==> config.mk <==
export PLATFORM = sky130hd
export DESIGN_NAME = pd_trip
export DESIGN_NICKNAME = d
export VERILOG_FILES = /design/src/rtl/pd_pkg.sv /design/src/rtl/pd_trip.sv /design/src/rtl/pd_sync.sv /design/src/rtl/pd_tick.sv
export SDC_FILE = /design/constraint.sdc
export NUM_CORES = 1
export LEC_CHECK = 0
export BUFFER_PORTS_ARGS = -buffer_cell sky130_fd_sc_hd__clkbuf_2
export CORE_ASPECT_RATIO = 1.25
export CORE_MARGIN = 4
export CORE_UTILIZATION = 50
export CTS_CLUSTER_DIAMETER = 50
export CTS_CLUSTER_SIZE = 10
export DETAILED_ROUTE_END_ITERATION = 6
export PLACE_DENSITY = 0.78
export SKIP_CTS_REPAIR_TIMING = 1
export SYNTH_ARGS = -nofsm -noshare
export SYNTH_HDL_FRONTEND = slang
export SYNTH_HIERARCHICAL = 1
export SYNTH_SLANG_ARGS = --single-unit
export TNS_END_PERCENT = 50
==> constraint.sdc <==
create_clock -name clock -period 3.01 [get_ports clock]
set_clock_uncertainty 0.15 [all_clocks]
set_input_delay 0 -clock clock [delete_from_list [all_inputs] [get_ports clock]]
set_output_delay 0 -clock clock [all_outputs]
set_load 0.005 [all_outputs]
==> src/rtl/pd_pkg.sv <==
package pd_pkg;
  // clock and time base
  localparam int CLK_HZ = 20000000;
  localparam int TICK_MS = 100;
  localparam int TICK_CYCLES = CLK_HZ / 1000 * TICK_MS;
  // terminal functions
  localparam logic [4:0] FN_MAX = 5'h1b;
  localparam logic [4:0] FN_EXT_TRIP_NO = 5'h12;
  localparam logic [4:0] FN_EXT_TRIP_NC = 5'h13;
  localparam int TERMS = 5;
  localparam int STD_TERMS = 3;
  localparam logic [4:0] FSEL_RST = 5'h00;
  // output selectors
  localparam logic [4:0] OUT_OVERLOAD = 5'h06;
  localparam logic [4:0] OUT_SPEED_LOSS = 5'h0b;
  // loss detection modes and reactions
  localparam logic [1:0] MODE_OFF = 2'h0;
  localparam logic [1:0] MODE_HALF = 2'h1;
  localparam logic [1:0] MODE_FULL = 2'h2;
  localparam logic [1:0] REACT_RUN = 2'h0;
  localparam logic [1:0] REACT_FREE = 2'h1;
  localparam logic [1:0] REACT_DECEL = 2'h2;
  // confirm time in tenths of a second
  localparam logic [10:0] CONFIRM_MIN = 11'h001;
  localparam logic [10:0] CONFIRM_MAX = 11'h4b0;
  localparam logic [10:0] CONFIRM_RST = 11'h00a;
  // braking resistor
  localparam logic BRAKE_LIMIT_RST = 1'b1;
  localparam logic [4:0] DUTY_MAX = 5'h1e;
  localparam logic [4:0] DUTY_RST = 5'h0a;
  localparam int PERCENT = 100;
  localparam int BRAKE_CONT_S = 15;
  localparam logic [7:0] BRAKE_CONT_TICKS = 8'(BRAKE_CONT_S * 1000 / TICK_MS);
  localparam logic [6:0] DUTY_WINDOW_TICKS = 7'(PERCENT);
  // brake state machine
  typedef enum logic [2:0] {
    PD_BR_IDLE = 3'b001,
    PD_BR_ON = 3'b010,
    PD_BR_HOLD = 3'b100
  } pd_brake_t;
endpackage

==> src/rtl/pd_trip.sv <==
`timescale 1ns/1ps
module pd_trip #(
  parameter int TICK_CYCLES = pd_pkg::TICK_CYCLES
) (
  input wire logic clock,
  input wire logic rstn,
  input wire logic advanced_io,
  input wire logic [4:0] term_closed,
  input wire logic [4:0] input_one_function_select,
  input wire logic [4:0] input_two_function_select,
  input wire logic [4:0] input_three_function_select,
  input wire logic [4:0] input_four_function_select,
  input wire logic [4:0] input_five_function_select,
  input wire logic trip_clear,
  input wire logic overload_trip,
  input wire logic ref_is_analog,
  input wire logic ref_is_comm,
  input wire logic ref_combined,
  input wire logic comm_lost,
  input wire logic [11:0] voltage_level,
  input wire logic [11:0] current_level,
  input wire logic [11:0] analog_input_min_level,
  input wire logic [11:0] voltage_input_min_level,
  input wire logic [11:0] current_input_min_level,
  input wire logic [1:0] loss_detect_mode,
  input wire logic [1:0] loss_reaction_select,
  input wire logic [10:0] loss_confirm_time,
  input wire logic [4:0] relay_function_select,
  input wire logic [4:0] output_two_function_select,
  input wire logic brake_limit_enable,
  input wire logic [4:0] brake_enable_duty,
  input wire logic brake_request,
  output logic output_block_r,
  output logic decel_stop_r,
  output logic ext_trip_a_r,
  output logic ext_trip_b_r,
  output logic overload_latch_r,
  output logic speed_loss_r,
  output logic fault_relay_contact_r,
  output logic output_two_r,
  output logic brake_drive_r
);
  logic rst_meta_r;
  logic rst_n_r;
  logic tick;
  logic [4:0] closed;
  logic [4:0] fsel [pd_pkg::TERMS];
  logic [4:0] no_hit;
  logic [4:0] nc_hit;
  logic [4:0] no_assigned;
  logic [4:0] nc_mask_r;
  logic [4:0] nc_mask_nxt;
  logic loss_cond;
  logic [11:0] v_thr;
  logic [11:0] i_thr;
  logic [11:0] a_thr;
  logic [10:0] confirm_r;
  logic [10:0] confirm_lim;
  logic [4:0] duty_lim;
  logic loss_block_r;
  logic [7:0] cont_r;
  logic [6:0] win_r;
  logic [6:0] on_r;
  logic brake_ok;
  pd_pkg::pd_brake_t brake_st_r;

  // reset: async assert, released through two flops
  always_ff @(posedge clock or negedge rstn) begin
    if (!rstn) begin
      rst_meta_r <= 1'b0;
      rst_n_r <= 1'b0;
    end else begin
      rst_meta_r <= 1'b1;
      rst_n_r <= rst_meta_r;
    end
  end

  // contacts come from the terminal block, outside the clock domain
  pd_sync #(.WIDTH(pd_pkg::TERMS)) u_sync (
    .clock(clock),
    .rst_n(rst_n_r),
    .async_in(term_closed),
    .sync_out(closed)
  );

  // 100 ms time base for confirm and braking counters
  pd_tick #(.PERIOD(TICK_CYCLES)) u_tick (
    .clock(clock),
    .rst_n(rst_n_r),
    .tick(tick)
  );

  assign fsel[0] = input_one_function_select;
  assign fsel[1] = input_two_function_select;
  assign fsel[2] = input_three_function_select;
  assign fsel[3] = input_four_function_select;
  assign fsel[4] = input_five_function_select;

  // per terminal trip decode; out-of-range codes act as no function
  genvar g;
  generate
    for (g = 0; g < pd_pkg::TERMS; g++) begin : g_term
      logic present;
      logic valid;
      assign present = (g < pd_pkg::STD_TERMS) || advanced_io;
      assign valid = present && (fsel[g] <= pd_pkg::FN_MAX);
      assign no_assigned[g] = valid && (fsel[g] == pd_pkg::FN_EXT_TRIP_NO);
      assign no_hit[g] = no_assigned[g] && closed[g];
      assign nc_hit[g] = valid && (fsel[g] == pd_pkg::FN_EXT_TRIP_NC) && !closed[g];
    end
  endgenerate

  // N.O. trip latch; a new short wins over a clear
  always_ff @(posedge clock or negedge rst_n_r) begin
    if (!rst_n_r) begin
      ext_trip_a_r <= 1'b0;
    end else if (|no_hit) begin
      ext_trip_a_r <= 1'b1;
    end else if (trip_clear) begin
      ext_trip_a_r <= 1'b0;
    end
  end

  // remember which terminals opened, so reassignment cannot clear it
  always_comb begin
    nc_mask_nxt = nc_mask_r & ~closed;
    nc_mask_nxt = nc_mask_nxt | nc_hit;
  end

  always_ff @(posedge clock or negedge rst_n_r) begin
    if (!rst_n_r) begin
      nc_mask_r <= 5'h00;
    end else begin
      nc_mask_r <= nc_mask_nxt;
    end
  end

  // N.C. trip latch: clear needs every tripped contact closed again
  always_ff @(posedge clock or negedge rst_n_r) begin
    if (!rst_n_r) begin
      ext_trip_b_r <= 1'b0;
    end else if (|nc_hit) begin
      ext_trip_b_r <= 1'b1;
    end else if (trip_clear && (nc_mask_r == 5'h00)) begin
      ext_trip_b_r <= 1'b0;
    end
  end

  // drive overload trip held until cleared
  always_ff @(posedge clock or negedge rst_n_r) begin
    if (!rst_n_r) begin
      overload_latch_r <= 1'b0;
    end else if (overload_trip) begin
      overload_latch_r <= 1'b1;
    end else if (trip_clear) begin
      overload_latch_r <= 1'b0;
    end
  end

  // thresholds: half or full minimum
  assign a_thr = (loss_detect_mode == pd_pkg::MODE_HALF) ? (analog_input_min_level >> 1) : analog_input_min_level;
  assign v_thr = (loss_detect_mode == pd_pkg::MODE_HALF) ? (voltage_input_min_level >> 1) : voltage_input_min_level;
  assign i_thr = (loss_detect_mode == pd_pkg::MODE_HALF) ? (current_input_min_level >> 1) : current_input_min_level;

  // loss only checked for analog or comm references
  always_comb begin
    loss_cond = 1'b0;
    if (loss_detect_mode == pd_pkg::MODE_HALF || loss_detect_mode == pd_pkg::MODE_FULL) begin
      if (ref_is_analog && ref_combined) begin
        loss_cond = (voltage_level < v_thr) || (current_level < i_thr);
      end else if (ref_is_analog) begin
        loss_cond = voltage_level < a_thr;
      end else if (ref_is_comm) begin
        loss_cond = comm_lost;
      end
    end
  end

  // out-of-range confirm time is clamped into 0.1..120.0 s
  assign confirm_lim = (loss_confirm_time < pd_pkg::CONFIRM_MIN) ? pd_pkg::CONFIRM_MIN :
                       (loss_confirm_time > pd_pkg::CONFIRM_MAX) ? pd_pkg::CONFIRM_MAX : loss_confirm_time;

  // confirm counter restarts whenever the condition drops
  always_ff @(posedge clock or negedge rst_n_r) begin
    if (!rst_n_r) begin
      confirm_r <= 11'h000;
    end else if (!loss_cond) begin
      confirm_r <= 11'h000;
    end else if (tick && confirm_r < confirm_lim) begin
      confirm_r <= confirm_r + 11'h001;
    end
  end

  // loss status follows the confirmed condition
  always_ff @(posedge clock or negedge rst_n_r) begin
    if (!rst_n_r) begin
      speed_loss_r <= 1'b0;
    end else begin
      speed_loss_r <= loss_cond && (confirm_r >= confirm_lim);
    end
  end

  // reaction latches; run-on reaction leaves the drive alone
  always_ff @(posedge clock or negedge rst_n_r) begin
    if (!rst_n_r) begin
      loss_block_r <= 1'b0;
      decel_stop_r <= 1'b0;
    end else if (speed_loss_r) begin
      loss_block_r <= loss_block_r | (loss_reaction_select == pd_pkg::REACT_FREE);
      decel_stop_r <= decel_stop_r | (loss_reaction_select == pd_pkg::REACT_DECEL);
    end else if (trip_clear) begin
      loss_block_r <= 1'b0;
      decel_stop_r <= 1'b0;
    end
  end

  // any latched trip blocks the output stage
  always_ff @(posedge clock or negedge rst_n_r) begin
    if (!rst_n_r) begin
      output_block_r <= 1'b0;
    end else begin
      output_block_r <= ext_trip_a_r | ext_trip_b_r | overload_latch_r | loss_block_r;
    end
  end

  // relay and output two selectors
  always_ff @(posedge clock or negedge rst_n_r) begin
    if (!rst_n_r) begin
      fault_relay_contact_r <= 1'b0;
      output_two_r <= 1'b0;
    end else begin
      fault_relay_contact_r <= (relay_function_select == pd_pkg::OUT_OVERLOAD && overload_latch_r) ||
                               (relay_function_select == pd_pkg::OUT_SPEED_LOSS && speed_loss_r);
      output_two_r <= (output_two_function_select == pd_pkg::OUT_OVERLOAD && overload_latch_r) ||
                      (output_two_function_select == pd_pkg::OUT_SPEED_LOSS && speed_loss_r);
    end
  end

  // duty above 30 % is clamped to 30
  assign duty_lim = (brake_enable_duty > pd_pkg::DUTY_MAX) ? pd_pkg::DUTY_MAX : brake_enable_duty;

  // duty window of 100 ticks: one tick is one percent of the cycle
  always_ff @(posedge clock or negedge rst_n_r) begin
    if (!rst_n_r) begin
      win_r <= 7'h00;
      on_r <= 7'h00;
    end else if (tick) begin
      if (win_r == pd_pkg::DUTY_WINDOW_TICKS - 7'h01) begin
        win_r <= 7'h00;
        on_r <= 7'h00;
      end else begin
        win_r <= win_r + 7'h01;
        on_r <= on_r + {6'h00, brake_drive_r};
      end
    end
  end

  // limit only when enabled; coarse at tick grain by design
  assign brake_ok = !brake_limit_enable || (on_r < {2'h0, duty_lim});

  // continuous braking timer and cut-off state
  always_ff @(posedge clock or negedge rst_n_r) begin
    if (!rst_n_r) begin
      brake_st_r <= pd_pkg::PD_BR_IDLE;
      cont_r <= 8'h00;
    end else begin
      case (brake_st_r)
        pd_pkg::PD_BR_IDLE: begin
          cont_r <= 8'h00;
          if (brake_request && brake_ok) begin
            brake_st_r <= pd_pkg::PD_BR_ON;
          end
        end
        pd_pkg::PD_BR_ON: begin
          if (!brake_request || !brake_ok) begin
            brake_st_r <= pd_pkg::PD_BR_IDLE;
          end else if (cont_r >= pd_pkg::BRAKE_CONT_TICKS) begin
            brake_st_r <= pd_pkg::PD_BR_HOLD;
          end else if (tick) begin
            cont_r <= cont_r + 8'h01;
          end
        end
        pd_pkg::PD_BR_HOLD: begin
          // stays off until the request is withdrawn
          if (!brake_request) begin
            brake_st_r <= pd_pkg::PD_BR_IDLE;
          end
        end
        default: begin
          brake_st_r <= pd_pkg::PD_BR_IDLE;
        end
      endcase
    end
  end

  // resistor drive only in the on state
  always_ff @(posedge clock or negedge rst_n_r) begin
    if (!rst_n_r) begin
      brake_drive_r <= 1'b0;
    end else begin
      brake_drive_r <= (brake_st_r == pd_pkg::PD_BR_ON) && brake_request && brake_ok;
    end
  end

  // checks
  AST_NO_TRIP: assert property (@(posedge clock) disable iff (!rst_n_r)
    |no_hit |=> ext_trip_a_r ##1 output_block_r)
    else $error("n.o. short did not block output");
  AST_NC_TRIP: assert property (@(posedge clock) disable iff (!rst_n_r)
    |nc_hit |=> ext_trip_b_r)
    else $error("n.c. open did not trip");
  AST_ADV_ONLY: assert property (@(posedge clock) disable iff (!rst_n_r)
    !advanced_io |-> (no_hit[4:3] == 2'h0 && nc_hit[4:3] == 2'h0))
    else $error("terminal four or five active on standard variant");
  AST_NC_HOLD: assert property (@(posedge clock) disable iff (!rst_n_r)
    (ext_trip_b_r && nc_mask_r != 5'h00 && !(|nc_hit)) |=> ext_trip_b_r)
    else $error("n.c. trip cleared while contact open");
  AST_OVL_RELAY: assert property (@(posedge clock) disable iff (!rst_n_r)
    (relay_function_select == pd_pkg::OUT_OVERLOAD && overload_latch_r) |=> fault_relay_contact_r)
    else $error("relay missed overload trip");
  AST_MODE_OFF: assert property (@(posedge clock) disable iff (!rst_n_r)
    (loss_detect_mode == pd_pkg::MODE_OFF) |=> !speed_loss_r)
    else $error("loss flagged with detection off");
  AST_CONFIRM: assert property (@(posedge clock) disable iff (!rst_n_r)
    $rose(speed_loss_r) |-> $past(loss_cond) && $past(confirm_r) >= $past(confirm_lim))
    else $error("loss declared before confirm time");
  AST_LOSS_OUT2: assert property (@(posedge clock) disable iff (!rst_n_r)
    (output_two_function_select == pd_pkg::OUT_SPEED_LOSS && speed_loss_r) |=> output_two_r)
    else $error("output two missed loss status");
  AST_FREE_STOP: assert property (@(posedge clock) disable iff (!rst_n_r)
    (speed_loss_r && loss_reaction_select == pd_pkg::REACT_FREE) |=> ##1 output_block_r)
    else $error("free run reaction did not block");
  AST_BRAKE_CUT: assert property (@(posedge clock) disable iff (!rst_n_r)
    (brake_st_r == pd_pkg::PD_BR_HOLD) |=> !brake_drive_r)
    else $error("brake driven past continuous limit");
  AST_DUTY: assert property (@(posedge clock) disable iff (!rst_n_r)
    (brake_limit_enable && on_r >= {2'h0, duty_lim}) |=> !brake_drive_r)
    else $error("brake driven beyond enable duty");
endmodule // pd_trip

==> src/rtl/pd_sync.sv <==
`timescale 1ns/1ps
// two-stage synchroniser for contact pins
module pd_sync #(
  parameter int WIDTH = 1
) (
  input wire logic clock,
  input wire logic rst_n,
  input wire logic [WIDTH-1:0] async_in,
  output logic [WIDTH-1:0] sync_out
);
  logic [WIDTH-1:0] meta_r;

  // first stage is read only by the second
  always_ff @(posedge clock or negedge rst_n) begin
    if (!rst_n) begin
      meta_r <= '0;
      sync_out <= '0;
    end else begin
      meta_r <= async_in;
      sync_out <= meta_r;
    end
  end
endmodule // pd_sync

==> src/rtl/pd_tick.sv <==
`timescale 1ns/1ps
// divider giving a one-cycle enable every period
module pd_tick #(
  parameter int PERIOD = 2000000
) (
  input wire logic clock,
  input wire logic rst_n,
  output logic tick
);
  logic [31:0] count_r;

  // count up, pulse on wrap
  always_ff @(posedge clock or negedge rst_n) begin
    if (!rst_n) begin
      count_r <= 32'h0;
      tick <= 1'b0;
    end else if (count_r == 32'(PERIOD - 1)) begin
      count_r <= 32'h0;
      tick <= 1'b1;
    end else begin
      count_r <= count_r + 32'h1;
      tick <= 1'b0;
    end
  end
endmodule // pd_tick

* Word-level counts from Yosys, hierarchy flattened *
Cells that the tools add are included.

storage, ports and cells
  register bits after elaboration = 96
  input bits = 131
  output and inout bits = 9
  word-level logic and storage cells = 169

operators by class
  add/sub/neg operators = 5
  $lt $le $gt $ge = 15
  equal/unequal tests = 30
  multiplexer cells = 32
  bitwise logic cells = 8
  reduce and logical (&&, ||, !) cells = 57

operators with widths
  cell                                                                    number
  5-bit == test (second input constant)                                   10
  11-bit 2-to-1 mux                                                       4
  12-bit < comparator                                                     3
  12-bit 2-to-1 mux                                                       3
  1-bit logical AND                                                       33
  32-bit by 1-bit adder with 32-bit output (second input constant)        1
  32-bit by 21-bit == test with 1-bit output (second input constant)      1
  32-bit 2-to-1 mux                                                       1
  5-bit less-or-equal comparator (second input constant)                  5
  8-bit 2-to-1 mux                                                        3
  8-bit case mux with 2 select lines                                      1
  7-bit 2-to-1 mux                                                        2
  1-bit 2-to-1 mux                                                        12
  3-bit 2-to-1 mux                                                        4
  11-bit by 1-bit adder with 11-bit output (second input constant)        1
  11-bit greater-or-equal comparator                                      1
  11-bit greater-than comparator (second input constant)                  1
  11-bit by 1-bit < comparator with 1-bit output (second input constant)  1
  11-bit < comparator                                                     1
  5-bit by 3-bit == test with 1-bit output (second input constant)        2
  5-bit by 4-bit == test with 1-bit output (second input constant)        2
  2-bit nonzero test                                                      5
  5-bit OR reduction                                                      2
  3-bit case mux with 3 select lines                                      1
  other kinds (25)                                                        47

* Logic depth before layout (Yosys ltp) *
Gate-level depths: netlist (run 1).

  depth after elaboration = 8
  gate-level depth with buffers = 13
  depth with buffers taken out = 11

* Cells and area by module *
Netlist (run 1), hierarchy kept.

modules (own cells, without submodules)
  module   times used  cells an instance  area each (um^2)  seq. area each (um^2)
  pd_trip  1           464                4230.3            1327.5
  pd_tick  1           147                1609.0            825.8
  pd_sync  1           10                 250.2             250.2

* Worst setup path after synthesis (run 1) *
Ideal clock, no wire load.

  kind = input port to flip-flop
  start point = input port loss_detect_mode[1]
  end point = register confirm_r[9]
  setup time = 71 ps
  arrival time = 2320 ps
  data required time = 2789 ps
  path slack = 469 ps
  cell stages on the path = 12
  path buffers = 3
  path through = inv_1 -> ha_1 -> buf_4 -> clkbuf_1 -> mux2i_1 -> ha_1 -> a21o_1 -> a21o_1 -> a2111oi_2 -> o31ai_2 -> buf_6 -> nor2_1

between the ends
  cells in the longest elaborated chain, start to end = 7
  elaborated cells between the ends (all ways) = 15
  those cells by class = order compare: 3; eq/ne: 3; mux: 7; reduce/logical: 2

RTL lines
  what                                                                                                   line                                            RTL
  from (decl)                                                                                            pd_trip.sv:25                                   input wire logic [1:0] loss_detect_mode,
  2-bit by 1-bit == test with 1-bit output                                                               n/a
  12-bit 2-to-1 mux, on equally long branches                                                            pd_trip.sv:161, pd_trip.sv:162, pd_trip.sv:163
  12-bit < comparator, on equally long branches                                                          pd_trip.sv:172, pd_trip.sv:170
  1-bit 2-to-1 mux / 1-bit logical OR (equally long branches)                                            pd_trip.sv:171, pd_trip.sv:170
  1-bit 2-to-1 mux                                                                                       pd_trip.sv:169                                  if (ref_is_analog && ref_combined) begin
  1-bit 2-to-1 mux (*)                                                                                   pd_trip.sv:168                                  if (loss_detect_mode == pd_pkg::MODE_HALF || loss_detect_mode == pd_pkg::MODE_FULL) begin
  2-bit by 1-bit != test with 1-bit output (no source line) / 11-bit 2-to-1 mux (equally long branches)  n/a
  to (signal assigned)                                                                                   pd_trip.sv:190                                  confirm_r <= confirm_r + 11'h001;
  to (decl)                                                                                              pd_trip.sv:57                                   logic [10:0] confirm_r;

Every way passes the cells marked *; elsewhere a longest branch is shown, timed or not.
A chain may end at the register's enable or synchronous reset.

* Worst setup path after layout (run 1) *
  start point = input port loss_confirm_time[6]
  end point = register confirm_r[9]

between the ends
  cells in the longest elaborated chain, start to end = 6
  elaborated cells between the ends (all ways) = 7
  those cells by class = order compare: 3; eq/ne: 1; mux: 2; reduce/logical: 1

RTL lines
  what                                                           line            RTL
  from (decl)                                                    pd_trip.sv:27   input wire logic [10:0] loss_confirm_time,
  11-bit greater-than comparator                                 pd_trip.sv:181  (loss_confirm_time > pd_pkg::CONFIRM_MAX) ? pd_pkg::CONFIRM_MAX : loss_confirm_time;
  11-bit 2-to-1 mux                                              pd_trip.sv:181
  11-bit 2-to-1 mux (*)                                          pd_trip.sv:180  assign confirm_lim = (loss_confirm_time < pd_pkg::CONFIRM_MIN) ? pd_pkg::CONFIRM_MIN :
  11-bit < comparator (*)                                        pd_trip.sv:189  end else if (tick && confirm_r < confirm_lim) begin
  1-bit logical AND (*)                                          pd_trip.sv:189
  2-bit by 1-bit != test with 1-bit output (no source line) (*)  n/a

Marked as above.

==> metrics.md, run 1 <==
| Metric | Value |
|---|---|
| IO Port Bufs | `139` |
| Share of cells above drive strength 1 | `0.229` |
| CP max stage delay | `370 ps` |
| Number of remaining DRC errors | `0` |
| Largest net degree at the start of global routing | `76` |
| Final WL | `14.9 mm` |
| Mapped cell area | `0.00609 sq mm` |
| Total power draw | `2.89 mW` |
| Power per cell area | `380 mW/mm^2` |
| Die Span X | `107 um` |
| Clock Latency Late Sink | `360 ps` |
| Detailed placement HPWL | `11.0 mm` |
| Antenna cells | `0` |
| Largest area contributor in the netlist | `dfrtp_1` |
| Static leakage | `3.60 nW` |
| DR WL/cell | `15.5 um` |
| Number of non-filler instances in the completed layout | `961` |
| Max cap viols | `0` |
| Num rows | `44` |
| Worst hold path type | `in2reg` |
| WHS | `16.9 ps` |
| Critical path startpoint category | `input pin` |
| GR Overflow Total | `0` |
| Core area | `0.0118 sq mm` |
| Die area | `0.0140 sq mm` |
| Worst-path clk slew | `70 ps` |
| IO Count | `140` |
| Reg2Reg Depth | `7` |
| Crit end category | `flop` |
| Period utilisation layout | `0.816` |
| Clock buffer depth | `2` |
| Syn. warnings | `6` |
| Syn avg cell area | `9.81 sq um` |
| Post-synth top flop | `dfrtp_1` |
| CP cell instances | `clkbuf_2, nor4_1, nand3_1, and3_1, nor2_1, ha_1, and3_1, o21a_1, o31a_1, buf_4, nor4b_1, xnor2_1, nor2_1` |
| Syn Inst Count | `621` |
| Setup violators final | `0` |
| Post-synth EDFFs | `0` |
| Kind of critical path | `in2reg` |
| Global-route wire length before repair | `23.9 mm` |
| Vias per inst | `5.69` |
| Sequential element share of the synthesized area | `0.395` |
| Final min period | `2460 ps` |
| Hold Path Depth | `5` |
| Critical Path RT | `3060 ps` |
| Final-report hold violation count | `0` |
| Measured slew at the worst slew-check pin | `909 ps` |
| Initial antenna violation count | `0` |
| Initial Utilization | `0.517` |
| CP Max Fanout | `10` |
| Synth top area cells | `dfrtp_1 (39%), ha_1 (12%), xnor2_1 (5.3%)` |
| Pint | `2.10 mW` |
| Switching pwr | `0.790 mW` |
| Commonest non-fill, non-tap cells in the layout | `clkbuf_2 (139), dfrtp_1 (94), nor2_1 (56)` |
| Switching part of the total | `0.273` |
| RSZ-0062 raised after global routing | `false` |
| Yosys reg bits | `96` |
| Worst IR drop on VDD | `0.254 mV` |
| Placed insts | `914` |
| CTS tree | `built` |
| P&R area growth vs syn | `25.0%` |
| Setup_tns | `0 ps` |
| Slowest cell on the critical path | `nor4b_1` |
| Cts bufs inserted | `9` |
| Placement Cell Area | `0.00700 sq mm` |
| Detailed Routing Iterations Pass 1 | `5` |
| Fin nets | `982` |
| Net Count, Synth | `808` |
| Reg power frac | `0.459` |
| Gr usage total | `0.204` |
| Vias | `5,472` |
| Clock sink total | `96` |
| Yosys cell types | `69` |
| Slew HR | `0.391` |
| CTS H-tree lvls | `3` |
| WP data arrival | `2510 ps` |
| Final Cell Area | `0.00761 sq mm` |
| Vias in the first global route | `5,495` |
| Clock power share | `0.401` |
| Die extent in y | `131 um` |
| Post-DRT Antenna Nets | `0` |
| Most common cell after layout, fill and taps aside | `clkbuf_2` |
| Share of Yosys cell area claimed by the top area cell type | `0.390` |
| RD Place Congestion | `0.879` |
| Asr flop ratio synth | `1.00` |
| Combinational share of power | `0.140` |
| Clock Root Buffer | `clkbuf_16` |
| Initial DRC count | `339` |
| Pins Over Slew Limit | `0` |
| Fmax | `407 MHz` |
| Outcome | `finished clean` |
-- synth_stat cells, drive strengths merged, types with 3 or more instances --
| cell | instances |
|---|---|
| nand2b | 12 |
| nand3 | 38 |
| dfrtp | 95 |
| o22ai | 4 |
| buf | 4 |
| nor2 | 56 |
| nor3 | 17 |
| and3 | 13 |
| inv | 25 |
| and2 | 6 |
| clkbuf | 8 |
| mux2 | 4 |
| mux2i | 31 |
| a21o | 11 |
| a31oi | 10 |
| nand3b | 3 |
| nor3b | 5 |
| o21ai | 21 |
| nand2 | 36 |
| ha | 56 |
| nor2b | 3 |
| xnor2 | 37 |
| a21oi | 23 |
| nor4b | 3 |
| a2111oi | 3 |
| o211ai | 3 |
| o31a | 5 |
| nor4 | 18 |
| nand4 | 29 |
| xor2 | 8 |
-- metal layers --
layer / up-vias / GRT usage / wire length, um
met1: 2574 / 0.245 / 6080
met2: 222 / 0.358 / 7580
met4: 0 / 0.0668 / 309
li1: 2642 / - / -
met5: - / 0 / 0
met3: 34 / 0.0451 / 969
-- sequential cells by signal, summed over array words and instances, names as in the netlist, 3 cells and up --
register / flops
brake_st_r: 3
u_sync/meta_r: 5
nc_mask_r: 5
cont_r: 8
win_r: 7
u_sync/sync_out: 5
u_tick/count_r: 32
confirm_r: 11
on_r: 7
-- critical path: cells and delay by family --
kind                     cells  cell delay [ps]
AND/OR/NAND/NOR              7             1450
AO/OA/AOI/OAI                2              350
buffers and inverters        2              270
adder cells (fa/ha/maj)      1              250
XOR/XNOR                     1              180
-- final timing paths --
kind / start / endpoint / slack [ps]
max in group asynchronous: rst_n_r / brake_st_r[0] / 1930
max: loss_confirm_time[6] / confirm_r[9] / 550
min: brake_enable_duty[0] / brake_drive_r / 20
min in group asynchronous: rst_n_r / u_sync/meta_r[0] / 70
min reg2reg: rst_n_r / u_sync/meta_r[0] / 70
max reg2reg: confirm_r[6] / confirm_r[0] / 560
-- cells by family (layout without fill, tap and decap cells) --
logic type / after synthesis / in the layout / share of synthesized area
muxes: 35 / 35 / 0.0584
buffers and inverters: 37 / 216 / 0.0251
AOI/OAI and AO/OA: 100 / 100 / 0.113
other: 1 / 1 / 0.000616
DFF: 96 / 96 / 0.395
adders and majority gates: 56 / 56 / 0.115
xor gates and xnor gates: 45 / 45 / 0.0647
and+or+nand+nor: 251 / 251 / 0.228
-- layout make-up --
cell class,instances,area [sq um]
inverters,25,93.8
multi-input cells,488,3540
flip-flops and latches,96,2410
clock buffers,9,225
fillers,954,4170
clock inverters,7,81.3
well taps,161,201
repair buffers,175,1070
-- per-stage QoR --
| step | util | setup slack [ps] |
|---|---|---|
| floorplan | - | 469 |
| global placement | 0.594 | 290 |
| detailed placement | 0.594 | 218 |
| CTS | 0.620 | 571 |
| global route | 0.646 | 300 |
| finish | 0.646 | 554 |
-- power by group through the flow --
stage,registers [mW],logic [mW],clock network [mW]
final,1.33,0.406,1.16
after global routing,1.33,0.457,1.25
after CTS,1.33,0.381,1.18
after detailed placement,1.35,0.378,0
after global placement,1.35,0.358,0
after floorplan,1.36,0.197,0
(Power assumes the default switching activity.)
==> run 2: changes to the inputs <==
==> constraint.sdc (replaced) <==
create_clock -name clock -period 2.1 [get_ports clock]
set_clock_uncertainty 0.15 [all_clocks]
set_input_delay 0 -clock clock [delete_from_list [all_inputs] [get_ports clock]]
set_output_delay 0 -clock clock [all_outputs]
set_load 0.005 [all_outputs]
==> metrics.md, run 2 (same netlist as run 1, synthesis figures left out) <==
| Metric | Value |
|---|---|
| Outcome | `finished, violations left` |
| Failing checks | `setup timing` |
| Final WS setup | `-337 ps (-891 ps)` |
| DR WL/cell | `18.2 um (+17%)` |
| P&R area growth vs syn | `40.2%` |
| Initial Utilization | `0.517 (unchanged)` |
| Post-DRT Antenna Nets | `0 (unchanged)` |
| Final-report hold violation count | `0 (unchanged)` |
| RD Place Congestion | `0.926 (+5.3%)` |
| IO Count | `140 (unchanged)` |
| Crit end category | `flop` |
| Reg power frac | `0.432 (-0.027)` |
| WP data arrival | `2530 ps (+20 ps)` |
| Antenna cells | `0 (unchanged)` |
| Biggest register | `u_tick/count_r` |
| Detailed Routing Iterations Pass 1 | `5 (unchanged)` |
| Top flop regs | `u_tick/count_r (32), confirm_r (11), cont_r (8)` |
| Gr usage total | `0.211 (+0.00765)` |
| Final min period | `2440 ps` |
| Num rows | `44 (unchanged)` |
| Commonest non-fill, non-tap cells in the layout | `clkbuf_2 (135), dfrtp_1 (94), nor2_1 (54)` |
| Die extent in y | `131 um (unchanged)` |
| Final Cell Area | `0.00854 sq mm (+12%)` |
| Switching pwr | `1.20 mW (+52%)` |
| Pins Over Slew Limit | `0 (unchanged)` |
| Fmax | `410 MHz` |
| Fillers | `768 (-19%)` |
| Max cap viols | `0 (unchanged)` |
| Max FFs per register | `32 (unchanged)` |
| Most common cell after layout, fill and taps aside | `clkbuf_2` |
| GR Overflow Total | `0 (unchanged)` |
| Worst-path clk slew | `80 ps (about the same)` |
| Vias | `6,008 (+9.8%)` |
| Initial DRC count | `419 (+24%)` |
| Power per cell area | `518 mW/mm^2 (+36%)` |
| Cts bufs inserted | `9 (unchanged)` |
| Detailed placement HPWL | `11.7 mm (+6.6%)` |
| Setup violators final | `15 (+15)` |
| Core area | `0.0118 sq mm (unchanged)` |
| Vias per inst | `5.90 (+3.6%)` |
| IO Port Bufs | `139 (unchanged)` |
| Clock Latency Late Sink | `350 ps (about the same)` |
| Die Span X | `107 um (unchanged)` |
| Critical path startpoint category | `input pin` |
| Period utilisation layout | `1.16` |
| Static leakage | `3.98 nW (+10%)` |
| Clock power share | `0.400 (about the same)` |
| CP Max Fanout | `2 (-8)` |
| WHS | `46.7 ps (+29.9 ps)` |
| CTS H-tree lvls | `3 (unchanged)` |
| Final Core Density | `0.725 (+0.0786)` |
| Clock buffer depth | `2 (unchanged)` |
| Share of cells above drive strength 1 | `0.329 (+0.100)` |
| Area of the multi-input gates | `0.00392 sq mm (+11%)` |
| Clock sink total | `96 (unchanged)` |
| Largest net degree at the start of global routing | `35 (-54%)` |
| Number of remaining DRC errors | `0 (unchanged)` |
| Placement Cell Area | `0.00740 sq mm (+5.7%)` |
| Critical Path RT | `2190 ps (-870 ps)` |
| Fin nets | `1,039 (+5.8%)` |
| Combinational share of power | `0.167 (+0.027)` |
| Register Area | `0.00241 sq mm (unchanged)` |
| Worst IR drop on VDD | `0.402 mV (+58%)` |
| Global-route wire length before repair | `24.8 mm (+4.0%)` |
| Die area | `0.0140 sq mm (unchanged)` |
| Worst hold path type | `in2reg` |
| Final WL | `18.6 mm (+24%)` |
| CTS tree | `built` |
| Switching part of the total | `0.272 (-0.00135)` |
| RSZ-0062 raised after global routing | `true` |
| Kind of critical path | `in2reg` |
| Pint | `3.22 mW (+53%)` |
| Clock Root Buffer | `clkbuf_16` |
| Vias in the first global route | `5,665 (+3.1%)` |
| Initial antenna violation count | `0 (unchanged)` |
==> run 2: cell count changes in the layout (fill, tap and decap cells not counted), sizes merged <==
cell / change
dlygate4sd3: -1
buf: +61
clkbuf: -3
inv: -1
bufinv: +1
==> run 2: cell type report <==
type                    instances  area share
multi-input cells             488       0.459
flip-flops and latches         96       0.282
repair buffers                232       0.187
clock buffers                   9      0.0264
well taps                     161      0.0236
clock inverters                 7      0.0114
inverters                      25      0.0110
==> run 2: per-layer routing <==
metal	vias to the layer above	GRT usage	wire length (um)
li1	2750	-	-
met1	2884	0.251	6890
met2	305	0.378	9710
met3	69	0.0388	1210
met4	0	0.0732	754
met5	-	0	0
==> run 2: stage by stage <==
stage	setup TNS, ps	worst slack [ps]	std cells	total power, mW
after floorplan	-5110	-441	621	2.23
after CTS	-4230	-382	980	4.28
after global routing	-5010	-471	1018	4.61
after detailed placement	-8310	-736	964	2.54
final	-2750	-337	1018	4.42
after global placement	-6620	-595	964	2.51
==> run 2: power by group through the flow <==
stage / registers, mW / clock network (mW) / logic [mW]
2_1_floorplan: 1.95 / 0 / 0.283
3_3_place_gp: 1.94 / 0 / 0.564
3_5_place_dp: 1.94 / 0 / 0.596
4_1_cts: 1.91 / 1.77 / 0.600
5_1_grt: 1.91 / 1.88 / 0.809
6_report: 1.91 / 1.77 / 0.739
==> run 2: path summary, 6_finish.rpt <==
kind / slack [ps] / start / cells past startpoint / endpoint
min reg2reg: 120 / rst_n_r / 0 / confirm_r[1]
min: 50 / loss_detect_mode[0] / 6 / speed_loss_r
max in group asynchronous: 1120 / rst_n_r / 1 / on_r[5]
max: -340 / loss_confirm_time[2] / 12 / confirm_r[0]
max reg2reg: -300 / confirm_r[1] / 7 / confirm_r[0]
min in group asynchronous: 120 / rst_n_r / 0 / confirm_r[1]
==> run 2: critical path, cell delays in order <==
cell     delay [ps]
buf_6           100
nor4_4          360
nand3_2         140
and3_4          190
nor2_4          110
ha_4            210
and3_4          180
o21a_1          100
o31a_1          330
or4b_4          530
xnor2_2         180
nor2_1           70
==> run 3: changes to the inputs <==
--- a/config.mk
+++ b/config.mk
@@ -8,11 +8,12 @@
 export BUFFER_PORTS_ARGS = -buffer_cell sky130_fd_sc_hd__clkbuf_2
 export CORE_ASPECT_RATIO = 1.25
 export CORE_MARGIN = 4
-export CORE_UTILIZATION = 50
+export CORE_UTILIZATION = 45
 export CTS_CLUSTER_DIAMETER = 50
 export CTS_CLUSTER_SIZE = 10
 export DETAILED_ROUTE_END_ITERATION = 6
-export PLACE_DENSITY = 0.78
+export GPL_ROUTABILITY_DRIVEN = 1
+export PLACE_DENSITY = 0.71
 export SKIP_CTS_REPAIR_TIMING = 1
 export SYNTH_ARGS = -nofsm -noshare
 export SYNTH_HDL_FRONTEND = slang
==> metrics.md, run 3 (same netlist as run 1, synthesis figures left out) <==
| Metric | Value |
|---|---|
| Outcome | `finished, violations left` |
| Failing checks | `setup timing` |
| Fillers | `1,002 (+30%)` |
| Initial Utilization | `0.460 (-0.0566)` |
| Core area | `0.0132 sq mm (+12%)` |
| Clock sink total | `96 (unchanged)` |
| Largest net degree at the start of global routing | `34 (-2.9%)` |
| Die Span X | `112 um (+5.0%)` |
| Setup violators final | `16 (+1)` |
| WP data arrival | `2420 ps (-110 ps)` |
| Cts bufs inserted | `9 (unchanged)` |
| Detailed placement HPWL | `11.8 mm (+0.41%)` |
| Num rows | `47 (+6.8%)` |
| Initial DRC count | `388 (-7.4%)` |
| Total power draw | `4.37 mW (-1.2%)` |
| Critical path startpoint category | `input pin` |
| Initial antenna violation count | `0 (unchanged)` |
| Setup_tns | `-1750 ps (+1000 ps)` |
| Detailed Routing Iterations Pass 1 | `6 (+1)` |
| Gr usage total | `0.191 (-0.0206)` |
| Vias in the first global route | `5,548 (-2.1%)` |
| Critical Path RT | `2200 ps (about the same)` |
| Fin nets | `1,035 (-0.38%)` |
| Pins Over Slew Limit | `0 (unchanged)` |
| Clock Root Buffer | `clkbuf_16` |
| Placed insts | `972 (+0.83%)` |
| Clock buffer depth | `2 (unchanged)` |
| Vias | `5,716 (-4.9%)` |
| Final min period | `2330 ps (-111 ps)` |
| IO Port Bufs | `139 (unchanged)` |
| CP Max Fanout | `2 (unchanged)` |
| Die area | `0.0155 sq mm (+10%)` |
| Reg power frac | `0.437 (+0.005)` |
| RD Place Congestion | `0.993 (+7.3%)` |
| GR Overflow Total | `0 (unchanged)` |
| CP cell instances | `buf_8, nor4_4, nand3_2, and3_4, nor2_4, ha_1, and3_4, o21a_1, o31a_1, or4b_4, xnor2_2, nor2_1` |
| Period utilisation layout | `1.11 (-0.0531)` |
| WHS | `45.1 ps (-1.69 ps)` |
| CP max stage delay | `520 ps (about the same)` |
| Global-route wire length before repair | `25.0 mm (+0.56%)` |
| Switching pwr | `1.16 mW (-3.1%)` |
| Worst IR drop on VDD | `0.412 mV (+2.5%)` |
| Switching part of the total | `0.266 (-0.00535)` |
| Final Cell Area | `0.00847 sq mm (-0.85%)` |
| Die extent in y | `138 um (+5.1%)` |
| Power per cell area | `516 mW/mm^2 (-0.35%)` |
| Slowest cell on the critical path | `or4b_4` |
| Final WS setup | `-226 ps (+111 ps)` |
| Static leakage | `3.94 nW (-0.87%)` |
| Max FFs per register | `32 (unchanged)` |
| Pint | `3.20 mW (-0.47%)` |
| Fmax | `430 MHz (+4.8%)` |
| Number of remaining DRC errors | `0 (unchanged)` |
| CTS H-tree lvls | `3 (unchanged)` |
| CP dominant cell by count | `and3_4` |
| Number of non-filler instances in the completed layout | `1,024 (+0.59%)` |
| Clock Latency Late Sink | `350 ps (about the same)` |
| DR WL/cell | `15.9 um (-13%)` |
| Max cap viols | `0 (unchanged)` |
| Final Core Density | `0.640 (-0.0849)` |
| Share of cells above drive strength 1 | `0.320 (-0.00901)` |
| Worst hold path type | `in2reg` |
| Kind of critical path | `in2reg` |
| Antenna cells | `0 (unchanged)` |
| Final WL | `16.2 mm (-12%)` |
| Post-Place Worst Slack | `-781 ps (-45.1 ps)` |
| Post-DRT Antenna Nets | `0 (unchanged)` |
| Most common cell after layout, fill and taps aside | `clkbuf_2` |
| Commonest non-fill, non-tap cells in the layout | `clkbuf_2 (138), dfrtp_1 (94), nor2_1 (54)` |
| Vias per inst | `5.58 (-5.4%)` |
| RSZ-0062 raised after global routing | `true` |
| Biggest register | `u_tick/count_r` |
| CTS tree | `built` |
| Combinational share of power | `0.159 (-0.008)` |
| Crit end category | `flop` |
| Final-report hold violation count | `0 (unchanged)` |
| P&R area growth vs syn | `39.0%` |
| Placement Cell Area | `0.00739 sq mm (about the same)` |
| Clock power share | `0.404 (+0.004)` |
| Top flop regs | `u_tick/count_r (32), confirm_r (11), cont_r (8)` |
| IO Count | `140 (unchanged)` |
| Worst-path clk slew | `80 ps (about the same)` |
-- run 3: worst max-delay path: cells and delay by family --
family	cells	cell delay, ps
compound gates	2	450
xor+xnor	1	170
buf+inv	1	100
fa+ha+maj	1	250
simple gates	7	1460
-- run 3: area by class of cell --
| cell class | count | area, sq um | share of cell area |
|---|---|---|---|
| clock inverters | 7 | 97.6 | 0.0115 |
| well taps | 171 | 214 | 0.0253 |
| multi-input cells | 488 | 3900 | 0.461 |
| repair buffers | 228 | 1530 | 0.181 |
| clock buffers | 9 | 225 | 0.0266 |
| inverters | 25 | 93.8 | 0.0111 |
| flip-flops and latches | 96 | 2410 | 0.284 |
-- run 3: power by group through the flow --
stage / Clock (mW) / Combinational [mW] / Sequential (mW)
6_report: 1.77 / 0.695 / 1.91
2_1_floorplan: 0 / 0.283 / 1.95
3_5_place_dp: 0 / 0.583 / 1.94
3_3_place_gp: 0 / 0.553 / 1.94
5_1_grt: 1.88 / 0.777 / 1.91
4_1_cts: 1.80 / 0.587 / 1.91
-- run 3: layer usage --
layer | GRT usage | up-vias | wire length, um
met5 | 0 | - | 0
met4 | 0.0677 | 0 | 390
met3 | 0.0385 | 35 | 961
met2 | 0.341 | 205 | 8400
met1 | 0.226 | 2719 | 6490
li1 | - | 2757 | -
-- run 3: worst paths after layout --
check | startpoint | endpoint | cells after the start | slack, ps
setup / recovery | loss_confirm_time[2] | confirm_r[0] | 12 | -230
min in group asynchronous | rst_n_r | overload_latch_r | 0 | 120
hold / removal | input_one_function_select[4] | ext_trip_b_r | 5 | 50
setup reg to reg | confirm_r[3] | confirm_r[0] | 7 | -230
max in group asynchronous | rst_n_r | on_r[2] | 1 | 1160
hold reg to reg | rst_n_r | overload_latch_r | 0 | 120
